File: src/include/sbdsa_pkg.sv
/*
  Constants and types shared by the subtract / decrement-skip datapath.
  Assumes an 8-bit data path and a two-address software port.
*/
package sbdsa_pkg;
  // ----------------------------------------
  // Widths and software port map
  // ----------------------------------------
  localparam int DATA_W = 8;
  localparam int ADDR_W = 2;
  localparam logic [1:0] ADDR_WORK = 2'h0;
  localparam logic [1:0] ADDR_STATUS = 2'h1;

  // ----------------------------------------
  // Reset values and constants
  // ----------------------------------------
  localparam logic [7:0] WORK_RESET = 8'h00;
  localparam logic [7:0] STATUS_RESET = 8'h00;
  localparam logic [7:0] STATUS_MASK = 8'h3F;
  localparam logic [7:0] DEC_STEP = 8'h01;
  localparam logic [7:0] NULL_VALUE = 8'h00;

  // ----------------------------------------
  // Status field positions
  // ----------------------------------------
  localparam int BIT_CARRY = 0;
  localparam int BIT_HALF = 1;
  localparam int BIT_NULL = 2;
  localparam int BIT_RANGE = 3;
  localparam int BIT_SIGN = 4;
  localparam int BIT_CHAIN = 5;

  // ----------------------------------------
  // Operations and sequencer states
  // ----------------------------------------
  typedef enum logic [2:0] {
    subtract_with_borrow_op = 3'h0,
    subtract_with_borrow_imm_op = 3'h1,
    subtract_with_borrow_to_memory_op = 3'h2,
    dec_skip_if_null_op = 3'h3,
    dec_to_work_skip_op = 3'h4
  } sbdsa_op_type;

  typedef enum logic {
    SEQ_RUN = 1'b0,
    SEQ_FILL = 1'b1
  } sbdsa_seq_type;
endpackage

File: src/include/sbdsa_alu_if.sv
/*
  Operand and result bundle between the core and its arithmetic unit.
  Assumes the unit is purely combinational.
*/
`timescale 1ns/1ps
interface sbdsa_alu_if;
  logic [7:0] opA;
  logic [7:0] opB;
  logic carryIn;
  logic chainIn;
  logic decMode;
  logic [7:0] result;
  logic carryOut;
  logic halfOut;
  logic rangeOut;
  logic signOut;
  logic chainOut;
  logic nullOut;

  modport core (
    output opA, opB, carryIn, chainIn, decMode,
    input result, carryOut, halfOut, rangeOut, signOut, chainOut, nullOut
  );
  modport unit (
    input opA, opB, carryIn, chainIn, decMode,
    output result, carryOut, halfOut, rangeOut, signOut, chainOut, nullOut
  );
endinterface

File: src/sbdsa_arith.sv
/*
  Combinational subtract-with-borrow and decrement unit with flag logic.
  Assumes the core registers every result it keeps.
*/
`timescale 1ns/1ps
module sbdsa_arith (
  // Operands in, result out
  sbdsa_alu_if.unit alu
);
  import sbdsa_pkg::*;

  logic [8:0] fullSum;
  logic [4:0] lowSum;

  // ----------------------------------------
  // Subtract as add of complement plus carry
  // ----------------------------------------
  always_comb begin
    fullSum = {1'b0, alu.opA} + {1'b0, ~alu.opB} + {8'h00, alu.carryIn};
    lowSum = {1'b0, alu.opA[3:0]} + {1'b0, ~alu.opB[3:0]} + {4'h0, alu.carryIn};
    if (alu.decMode) begin
      alu.result = alu.opA - DEC_STEP;
    end else begin
      alu.result = fullSum[7:0];
    end
    alu.nullOut = (alu.result == NULL_VALUE);
    alu.carryOut = fullSum[8];
    alu.halfOut = lowSum[4];
    alu.rangeOut = (alu.opA[7] != alu.opB[7]) && (fullSum[7] != alu.opA[7]);
    alu.signOut = alu.rangeOut ^ fullSum[7];
    alu.chainOut = alu.nullOut && alu.chainIn;
  end
endmodule

File: src/sbdsa_core.sv
/*
  Subtract-with-borrow and decrement-and-skip datapath slice of an
  8-bit core: working register, status flags, memory write-back and
  skip sequencing.
  Assumes the instruction sequencer issues one operation per cycle
  while opReady is high and supplies the memory operand in that cycle.
*/
// The address-and-strobe port and the register offsets were left to the implementer.
`timescale 1ns/1ps

// Function
// - Memory form: work minus operand minus borrow
// - Immediate form: same, result into work
// - Write-back form: difference goes to memory
// - Carry clear if negative, else set
// - Subtracts update six status flags
// - Decrement operand; skip next when zero
// - Taken skip inserts one dummy cycle
// - Nonzero result: no skip, continue
// - Work variant: result to work, memory untouched
module sbdsa_core (
  // Clock and reset
  input wire logic clk_sys,
  input wire logic rstn,
  // Instruction issue
  input wire logic opValid,
  input wire sbdsa_pkg::sbdsa_op_type opCode,
  input wire logic [7:0] memData,
  input wire logic [7:0] immData,
  output logic opReady,
  // Memory write-back and skip
  output logic memWrEn,
  output logic [7:0] memWrData,
  output logic skipTaken,
  output logic dummyCycle,
  // Architectural state
  output logic [7:0] workingRegister,
  output logic [7:0] statusFlags,
  // Software port
  input wire logic [sbdsa_pkg::ADDR_W-1:0] regAddr,
  input wire logic [7:0] regWrData,
  input wire logic regWr,
  input wire logic regRd,
  output logic [7:0] regRdData
);
  import sbdsa_pkg::*;

  // ----------------------------------------
  // Declarations
  // ----------------------------------------
  sbdsa_alu_if alu ();

  logic opTaken;
  logic subTaken;
  logic decTaken;
  logic [7:0] workingRegister_reg;
  logic [7:0] workingRegister_next;
  logic [7:0] status_reg;
  logic [7:0] status_next;
  logic memWrEn_reg;
  logic memWrEn_next;
  logic [7:0] memWrData_reg;
  logic [7:0] memWrData_next;
  logic skipTaken_reg;
  logic skipTaken_next;
  sbdsa_seq_type seq_reg;
  sbdsa_seq_type seq_next;

  // ----------------------------------------
  // Issue decode
  // ----------------------------------------
  // Operations are taken only outside the dummy cycle
  assign opReady = (seq_reg == SEQ_RUN);
  assign opTaken = opValid && opReady;
  assign subTaken = opTaken && (opCode == subtract_with_borrow_op
    || opCode == subtract_with_borrow_imm_op
    || opCode == subtract_with_borrow_to_memory_op);
  assign decTaken = opTaken && (opCode == dec_skip_if_null_op
    || opCode == dec_to_work_skip_op);

  // Operand steering into the arithmetic unit
  always_comb begin
    alu.decMode = decTaken;
    alu.carryIn = status_reg[BIT_CARRY];
    alu.chainIn = status_reg[BIT_CHAIN];
    alu.opB = memData;
    if (decTaken) begin
      alu.opA = memData;
    end else begin
      alu.opA = workingRegister_reg;
    end
    if (opCode == subtract_with_borrow_imm_op) begin
      alu.opB = immData;
    end
  end

  sbdsa_arith u_arith (
    .alu(alu)
  );

  // ----------------------------------------
  // Working register
  // ----------------------------------------
  // Executed operation wins over a software write in the same cycle
  always_comb begin
    workingRegister_next = workingRegister_reg;
    if (regWr && regAddr == ADDR_WORK) begin
      workingRegister_next = regWrData;
    end
    if (opTaken) begin
      unique case (opCode)
        subtract_with_borrow_op: workingRegister_next = alu.result;
        subtract_with_borrow_imm_op: workingRegister_next = alu.result;
        dec_to_work_skip_op: workingRegister_next = alu.result;
        default: workingRegister_next = workingRegister_next;
      endcase
    end
  end

  always_ff @(posedge clk_sys or negedge rstn) begin
    if (!rstn) begin
      workingRegister_reg <= WORK_RESET;
    end else begin
      workingRegister_reg <= workingRegister_next;
    end
  end

  // ----------------------------------------
  // Status flags
  // ----------------------------------------
  // Subtracts load all six flags; decrements leave them alone
  always_comb begin
    status_next = status_reg;
    if (regWr && regAddr == ADDR_STATUS) begin
      status_next = regWrData & STATUS_MASK;
    end
    if (subTaken) begin
      status_next[BIT_CARRY] = alu.carryOut;
      status_next[BIT_HALF] = alu.halfOut;
      status_next[BIT_NULL] = alu.nullOut;
      status_next[BIT_RANGE] = alu.rangeOut;
      status_next[BIT_SIGN] = alu.signOut;
      status_next[BIT_CHAIN] = alu.chainOut;
    end
  end

  always_ff @(posedge clk_sys or negedge rstn) begin
    if (!rstn) begin
      status_reg <= STATUS_RESET;
    end else begin
      status_reg <= status_next;
    end
  end

  // ----------------------------------------
  // Memory write-back
  // ----------------------------------------
  // One-cycle write pulse with registered data
  always_comb begin
    memWrEn_next = 1'b0;
    memWrData_next = memWrData_reg;
    if (opTaken && (opCode == subtract_with_borrow_to_memory_op
        || opCode == dec_skip_if_null_op)) begin
      memWrEn_next = 1'b1;
      memWrData_next = alu.result;
    end
  end

  always_ff @(posedge clk_sys or negedge rstn) begin
    if (!rstn) begin
      memWrEn_reg <= 1'b0;
      memWrData_reg <= 8'h00;
    end else begin
      memWrEn_reg <= memWrEn_next;
      memWrData_reg <= memWrData_next;
    end
  end

  // ----------------------------------------
  // Skip sequencer
  // ----------------------------------------
  // A zero decrement skips and holds one dummy cycle
  always_comb begin
    skipTaken_next = decTaken && alu.nullOut;
    seq_next = seq_reg;
    unique case (seq_reg)
      SEQ_RUN: begin
        if (skipTaken_next) begin
          seq_next = SEQ_FILL;
        end
      end
      SEQ_FILL: seq_next = SEQ_RUN;
    endcase
  end

  always_ff @(posedge clk_sys or negedge rstn) begin
    if (!rstn) begin
      seq_reg <= SEQ_RUN;
      skipTaken_reg <= 1'b0;
    end else begin
      seq_reg <= seq_next;
      skipTaken_reg <= skipTaken_next;
    end
  end

  // ----------------------------------------
  // Outputs and software read port
  // ----------------------------------------
  assign memWrEn = memWrEn_reg;
  assign memWrData = memWrData_reg;
  assign skipTaken = skipTaken_reg;
  assign dummyCycle = (seq_reg == SEQ_FILL);
  assign workingRegister = workingRegister_reg;
  assign statusFlags = status_reg;

  sbdsa_reg_read u_reg_read (
    .clk_sys(clk_sys),
    .rstn(rstn),
    .regAddr(regAddr),
    .regRd(regRd),
    .workValue(workingRegister_reg),
    .statusValue(status_reg),
    .regRdData(regRdData)
  );

  logic borrowIn;
  logic [8:0] needed;
  logic [4:0] nibbleNeeded;
  logic [7:0] subResult;
  assign borrowIn = ~status_reg[BIT_CARRY];
  assign needed = {1'b0, alu.opB} + {8'h00, borrowIn};
  // Low nibble borrow demand, and the result wherever the last subtract put it
  assign nibbleNeeded = {1'b0, alu.opB[3:0]} + {4'h0, borrowIn};
  assign subResult = memWrEn ? memWrData : workingRegister_reg;
endmodule

File: src/sbdsa_reg_read.sv
/*
  Read side of the software port: registered read data.
  Assumes the read strobe is one cycle and data are used the next cycle.
*/
`timescale 1ns/1ps
module sbdsa_reg_read (
  // Clock and reset
  input wire logic clk_sys,
  input wire logic rstn,
  // Read request
  input wire logic [sbdsa_pkg::ADDR_W-1:0] regAddr,
  input wire logic regRd,
  // Values to show
  input wire logic [7:0] workValue,
  input wire logic [7:0] statusValue,
  // Read answer
  output logic [7:0] regRdData
);
  import sbdsa_pkg::*;

  logic [7:0] rdData_reg;
  logic [7:0] rdData_next;

  // ----------------------------------------
  // Address decode, zero when idle or unmapped
  // ----------------------------------------
  always_comb begin
    rdData_next = 8'h00;
    if (regRd) begin
      unique case (regAddr)
        ADDR_WORK: rdData_next = workValue;
        ADDR_STATUS: rdData_next = statusValue & STATUS_MASK;
        default: rdData_next = 8'h00;
      endcase
    end
  end

  // Read data register
  always_ff @(posedge clk_sys or negedge rstn) begin
    if (!rstn) begin
      rdData_reg <= 8'h00;
    end else begin
      rdData_reg <= rdData_next;
    end
  end

  assign regRdData = rdData_reg;
endmodule

File: config.mk
export PLATFORM = sky130hd
export DESIGN_NAME = sbdsa_core
export DESIGN_NICKNAME = d
export VERILOG_FILES = /design/src/include/sbdsa_pkg.sv /design/src/include/sbdsa_alu_if.sv /design/src/sbdsa_arith.sv /design/src/sbdsa_core.sv /design/src/sbdsa_reg_read.sv
export SDC_FILE = /design/constraint.sdc
export NUM_CORES = 1
export LEC_CHECK = 0
export ABC_AREA = 1
export BUFFER_PORTS_ARGS = -buffer_cell sky130_fd_sc_hd__buf_2
export CAP_MARGIN = 20
export CORE_AREA = 4 4 67 84
export CTS_CLUSTER_SIZE = 30
export DETAILED_ROUTE_END_ITERATION = 10
export DIE_AREA = 0 0 71 88
export GPL_ROUTABILITY_DRIVEN = 0
export PLACE_DENSITY = 0.75
export SLEW_MARGIN = 20
export SYNTH_ARGS = -nofsm -noshare
export SYNTH_HDL_FRONTEND = slang
export SYNTH_SLANG_ARGS = --single-unit
File: constraint.sdc
create_clock -name clk_sys -period 3.5 [get_ports clk_sys]
set_input_delay 0.35 -clock clk_sys [delete_from_list [all_inputs] [get_ports clk_sys]]
set_output_delay 0.35 -clock clk_sys [all_outputs]
set_load 0.01 [all_outputs]
Yosys cells after proc, flatten, opt, wreduce, memory -nomap -nowiden --
Cells that the tools add are included.
Operators by class: add/subtract/negate cells 5, multiply operators 0, divide/modulo/power cells 0, order comparisons 0, equality and inequality tests 7, shifts and indexed selects 0, mux-type cells 13, bitwise logic cells 4, reduce and logical (&&, ||, !) cells 18
Operators with widths (count):
- $mux W8 | 7
- $pmux W8 S2 | 1
- $mux W6 | 2
- $add A8 B8 Y9 | 1
- $add A9 B1 Y9 | 1
- $logic_and A1 B1 Y1 | 9
- $logic_not A8 Y1 | 1
- $not A8 Y8 | 1
- $sub A8 B1 Y8 const B | 1
- $eq A3 B2 Y1 const B | 2
- $add A4 B4 Y5 | 1
- $add A5 B1 Y5 | 1
- $logic_or A1 B1 Y1 | 4
- $not A4 Y4 | 1
- $eq A3 B1 Y1 const B | 1
- $eq A3 B3 Y1 const B | 1
- $logic_not A3 Y1 | 1
- $reduce_or A3 Y1 | 1
- $eq A2 B1 Y1 const B | 1
- $logic_not A2 Y1 | 1
- $mux W1 | 2
- $ne A1 B1 Y1 | 2
- $pmux W1 S2 | 1
- $reduce_bool A2 Y1 | 1
- other kinds (2) | 2
Word-level totals: bits in registers 33, latch bits 0, RAM bits 0, bits in read-only memories 0, input port bits 34, output and inout bits 36, word-level logic and storage cells 54, memories kept 0

Logic depth before layout (Yosys ltp) --
depth in word-level cells 11, mapped depth 27

Modules after synthesis --
From an unflattened synthesis, not the netlist that was laid out.
Unflattened totals: cell total of the unflattened synthesis 409, area, all modules 2671.3 um2
By module, submodules not included:
- sbdsa_core | times used 1, cells an instance 224, area each 1549.0 um2, seq. area each 625.6 um2
- sbdsa_arith | times used 1, cells an instance 138, area each 745.7 um2, seq. area each 0.0 um2
- sbdsa_reg_read | times used 1, cells an instance 47, area each 376.6 um2, seq. area each 200.2 um2

Least setup slack after synthesis --
OpenSTA, ideal clock, no wires.
kind reg2reg, start point register seq_reg (netlist: dummyCycle), end point register status_reg[5] (netlist: statusFlags[5]), library setup time 65 ps, arrival time 3156 ps, setup slack 278 ps, stages on the path, launching flop included 25, path buffers 1, period minus slack after synthesis 3222 ps, cells stage by stage dfrtp_1 -> nor2_4 -> nand3_2 -> buf_6 -> o21ai_1 -> inv_1 -> ha_1 -> nand2_1 -> inv_1 -> nand3_1 -> nand2_1 -> inv_1 -> nand2_1 -> a21oi_1 -> o21ai_0 -> fa_1 -> nand2_1 -> nand2_1 -> nor2_1 -> nand3_1 -> nor2_2 -> nand4_1 -> nand2_1 -> nand2_1 -> nand2_1
Between the ends: word-level cells in the longest chain between the ends 10, elaborated cells on any way between the ends 13, those cells by class 3 x add/sub; 3 x mux; 1 x bitwise; 6 x reduce/logical
Ends and longest elaborated chain:
- start, declared | line sbdsa_core.sv:66 | sbdsa_seq_type seq_reg;
- start signal, assigned | line sbdsa_core.sv:201 | seq_reg <= seq_next;
- $not A1 Y1 *
- $logic_and A1 B1 Y1 * | line sbdsa_core.sv:74 | assign opTaken = opValid && opReady;
- $logic_and A1 B1 Y1 | line sbdsa_core.sv:78 | assign decTaken = opTaken && (opCode == dec_skip_if_null_op
- $mux W8 | line sbdsa_core.sv:87 | if (decTaken) begin
- $add A8 B8 Y9 | line sbdsa_arith.sv:19 | fullSum = {1'b0, alu.opA} + {1'b0, ~alu.opB} + {8'h00, alu.carryIn};
- $add A9 B1 Y9 | line sbdsa_arith.sv:19
- $mux W8 | line sbdsa_arith.sv:21 | if (alu.decMode) begin
- $logic_not A8 Y1 | line sbdsa_arith.sv:26 | alu.nullOut = (alu.result == NULL_VALUE);
- $logic_and A1 B1 Y1 | line sbdsa_arith.sv:31 | alu.chainOut = alu.nullOut && alu.chainIn;
- $mux W6 | line sbdsa_core.sv:137 | if (subTaken) begin
- end signal, assigned | line sbdsa_core.sv:151 | status_reg <= status_next;
- end, declared | line sbdsa_core.sv:58 | logic [7:0] status_reg;
Mark *: on every way between the ends. The rest lies on a longest branch, timed or not. A chain may end at the register's enable or synchronous reset.

Final worst setup path --
Same ends and word-level chain as after synthesis.

==> reports/results.ini <==
[outcome]
run_status=complete, no violations

[critical_path]
path_class=reg2reg
critical_path.startpoint=dummyCycle
critical_path_required_ps=3720
cp-end-kind=register
beginning_of_the_worst_register_to_register_path=dummyCycle
critical_path.startpoint_type=register
reg2regPathDepth=22
worstPathMaxFanout=4
arrival_ps=3590

[sta]
report.final.hold_viol_count=0
worst_clock_skew_ps=8.65
slew_violations=0
timing.setup.tns_ps=0
worst-slew-pin-transition_ps=708
finalSetupViolations=0
timing.slew.headroom_pct=52.8
final_period_minus_worst_setup_slack_ps=3360
timing.fmax_ghz=0.297
period_share_pct=96.1
finalHoldWorstSlack_ps=103

[yosys]
adder_cell_area_share_of_the_yosys_netlist_pct=4.42
synthDistinctLibCells=39
synth_cells=346
postSynth.topFlopCell=sky130_fd_sc_hd__dfrtp_1
area_fraction_of_the_dominant_cell_type_after_synthesis_pct=33.9
muxShareOfSynthArea_pct=2.11
synth-simple-area-share_pct=32.6
biggest_area_contributors_in_the_synthesized_netlist=sky130_fd_sc_hd__dfrtp_1 (34%), sky130_fd_sc_hd__nand2_1 (13%), sky130_fd_sc_hd__nand3_1 (9.7%), sky130_fd_sc_hd__inv_1 (8.6%), sky130_fd_sc_hd__o21ai_0 (4.3%)
synth_compound_area_share_pct=13.8
synthArstFlopShare_pct=100
mappedNetlistArea_um2=2430
synth-xor-area-share_pct=0.720
yosysWarningCount=0
synth_top_family_by_area=simple AND/OR/NAND/NOR gates
synth.ff_latch_count=33
seq_area_frac_synth_pct=33.9
synth_top_cell_by_area=sky130_fd_sc_hd__dfrtp_1
count_of_flip_flops_with_a_built_in_enable_after_synthesis=0
post_synth.cell_area_avg_um2=7.03

[detailed_routing]
ant_nets=0
drt-pass1-iter-count=4
routed-via-count=2599
post_drt_via_cell_ratio=5.24
detail_route.wl_per_cell_um=14.2
number_of_design_rule_violations_left_by_the_first_detailed_router_iteration=183
routed_wirelength_um=7070
drc=0

[pwr]
power.clock.fraction_pct=21.0
worst_case_vdd_ir_drop_v=0.000297
power.static_leakage_nw=1.81
power.combinational.fraction_pct=49.2
internal-power_mw=1.04
net-switching-power_mw=0.720
pwr_density_cell_nw_per_um2=553
switching_share_of_power_pct=40.8
seq_power_share_pct=29.8

[global_route]
grt_util_met2_pct=40.8
global_router_s_overall_resource_usage_pct=21.8
antenna_found_initial=0
grtUsageMet1_pct=25.0
first_global_vias=2381
globalRouteOverflowTotal=0
pin_count_of_the_biggest_net_entering_global_routing=34
first_pass_grt_wire_length_um=10800
grt_met3_usage_pct=2.41
grt.busiest_layer=met2

[worst_hold_path]
worstHoldPathType=in2async

[clock_network]
path_clk_slew_ps=70
cts_h_tree_lvls=2
insertion_delay_ps=290
clk_path_buf_depth=2
clock_sink_count=33
number_of_cts_inserted_buffers=5
cts_root_buffer=sky130_fd_sc_hd__clkbuf_8
cts_hold_buffers=0
cts_tree=done

[layout]
finish.utilization_pct=66.9
syn_to_final_growth_pct=31.0
stdcell_area_um2=3190
fill_cells=447
layout.nets=477
post_route_cells_drive_above_1_share_pct=31.7
multi_input_comb_area_um2=1420
antennaDiodeCount=0
layout.cells.non_filler=496
seq_area_um2=827

[floorplan]
floorplan.die.width_um=71
placement_rows=28
core-area_um2=4760
die_y_um=88
io_pins=70
initial_core_util_pct=51.1
design.die.area_um2=6250

[placement]
dpl_cell_area_um2=2890
numPlacedInstances=478
hpwl_um=5430
input_output_buffers=67

[run]
max-cap-violations=0

-- area by class of cell --
| cell class | instances | share of cell area, % |
|---|---|---|
| Tap cell | 60 | 2.35 |
| Multi-Input combinational cell | 245 | 44.5 |
| Clock buffer | 7 | 2.71 |
| Timing Repair Buffer | 92 | 16.8 |
| Sequential cell | 33 | 25.9 |
| Inverter | 58 | 6.83 |
| Clock inverter | 1 | 0.942 |
-- through the flow --
step,setup slack [ps],total power [mW]
after global placement,33.0,1.29
final,137,1.76
after CTS,77.7,1.68
after global routing,-45.2,1.89
after floorplan,278,1.03
after detailed placement,-109,1.31
-- worst paths after layout --
kind	end	slack, ps
setup / recovery	statusFlags[5]	140
hold / removal	u_reg_read.regRdData[1]	100
hold reg to reg	memWrData[7]	480
max in group asynchronous	dummyCycle	2890
setup reg to reg	statusFlags[5]	140
min in group clk_sys	statusFlags[5]	330
-- repair_timing --
item	in CTS	in global routing
cloned	0	1
setup endpoints to repair	1	5
pin swaps	0	10
setup buffers	0	9
gates resized for setup	1	24
-- power groups by stage --
| stage | Sequential, mW | Clock [mW] | Combinational, mW |
|---|---|---|---|
| after floorplan | 0.562 | 0 | 0.472 |
| after global placement | 0.529 | 0 | 0.763 |
| after detailed placement | 0.531 | 0 | 0.777 |
| after CTS | 0.524 | 0.371 | 0.782 |
| after global routing | 0.537 | 0.391 | 0.964 |
| final | 0.526 | 0.370 | 0.867 |
-- logic make-up (layout without fill, tap and decap cells) --
logic type / Yosys count / count (layout)
AOI/OAI and AO/OA: 55 / 55
xor gates and xnor gates: 2 / 2
adders and majority gates: 8 / 8
buffers and inverters: 70 / 158
DFF: 33 / 33
muxes: 5 / 5
other: 1 / 2
and+or+nand+nor: 172 / 173
-- critical path, stage by stage (launching register included) --
cell and delay (ps):
sky130_fd_sc_hd__dfrtp_2 440, sky130_fd_sc_hd__nor2_4 150, sky130_fd_sc_hd__buf_6 130, sky130_fd_sc_hd__nand3_4 90
sky130_fd_sc_hd__o21ai_4 180, sky130_fd_sc_hd__xor2_1 160, sky130_fd_sc_hd__inv_1 60, sky130_fd_sc_hd__ha_1 180
sky130_fd_sc_hd__o21bai_4 190, sky130_fd_sc_hd__nand3_2 100, sky130_fd_sc_hd__nand2_2 70, sky130_fd_sc_hd__a21oi_2 140
sky130_fd_sc_hd__o21ai_2 70, sky130_fd_sc_hd__fa_1 480, sky130_fd_sc_hd__nand2_1 90, sky130_fd_sc_hd__nand2_2 70
sky130_fd_sc_hd__nor2_2 120, sky130_fd_sc_hd__nand3_1 100, sky130_fd_sc_hd__nor2_2 130, sky130_fd_sc_hd__nand4_1 130
sky130_fd_sc_hd__nand2_1 110, sky130_fd_sc_hd__nand2_1 50, sky130_fd_sc_hd__nand2_1 50
-- cell usage in the layout, fill, tap and decap left out, drive strengths merged --
master and instances:
buf 92, bufinv 1, nand4 1, nor2 24, a21oi 9, nand2 93
o311ai 1, nor3 3, o31ai 1, dfrtp 33, mux2i 4, conb 2
a31oi 3, o21bai 2, inv 58, o32ai 2, xor2 2, nand3 51
mux2 1, ha 7, o211ai 1, and2 1, fa 1, o221ai 1
a21boi 5, clkbuf 7, o21ai 30
-- synthesized netlist by cell type, types with 3 or more instances --
cell and n:
sky130_fd_sc_hd__mux2i_1 4, sky130_fd_sc_hd__o21ai_1 7, sky130_fd_sc_hd__inv_1 56, sky130_fd_sc_hd__nand3_1 47
sky130_fd_sc_hd__a21boi_0 3, sky130_fd_sc_hd__nand2_2 4, sky130_fd_sc_hd__dfrtp_1 33, sky130_fd_sc_hd__a21oi_1 9
sky130_fd_sc_hd__a31oi_1 3, sky130_fd_sc_hd__nand2_4 3, sky130_fd_sc_hd__nor2_4 3, sky130_fd_sc_hd__nor2_1 18
sky130_fd_sc_hd__nor3_1 3, sky130_fd_sc_hd__clkbuf_1 4, sky130_fd_sc_hd__o21ai_0 21, sky130_fd_sc_hd__buf_4 5
sky130_fd_sc_hd__nand3_2 3, sky130_fd_sc_hd__nor2_2 3, sky130_fd_sc_hd__nand2_1 86, sky130_fd_sc_hd__ha_1 7
-- metal layers --
layer  vias to the layer above  routed length, µm  share of wire (%)
met2                        84               3730                 53
met4                         0                182                2.6
met1                      1205               2720                 39
met5                         -                  0                  0
met3                        16                428                6.1
li1                       1294                  -                  -
Note: power is estimated with default switching activity, not from simulation.
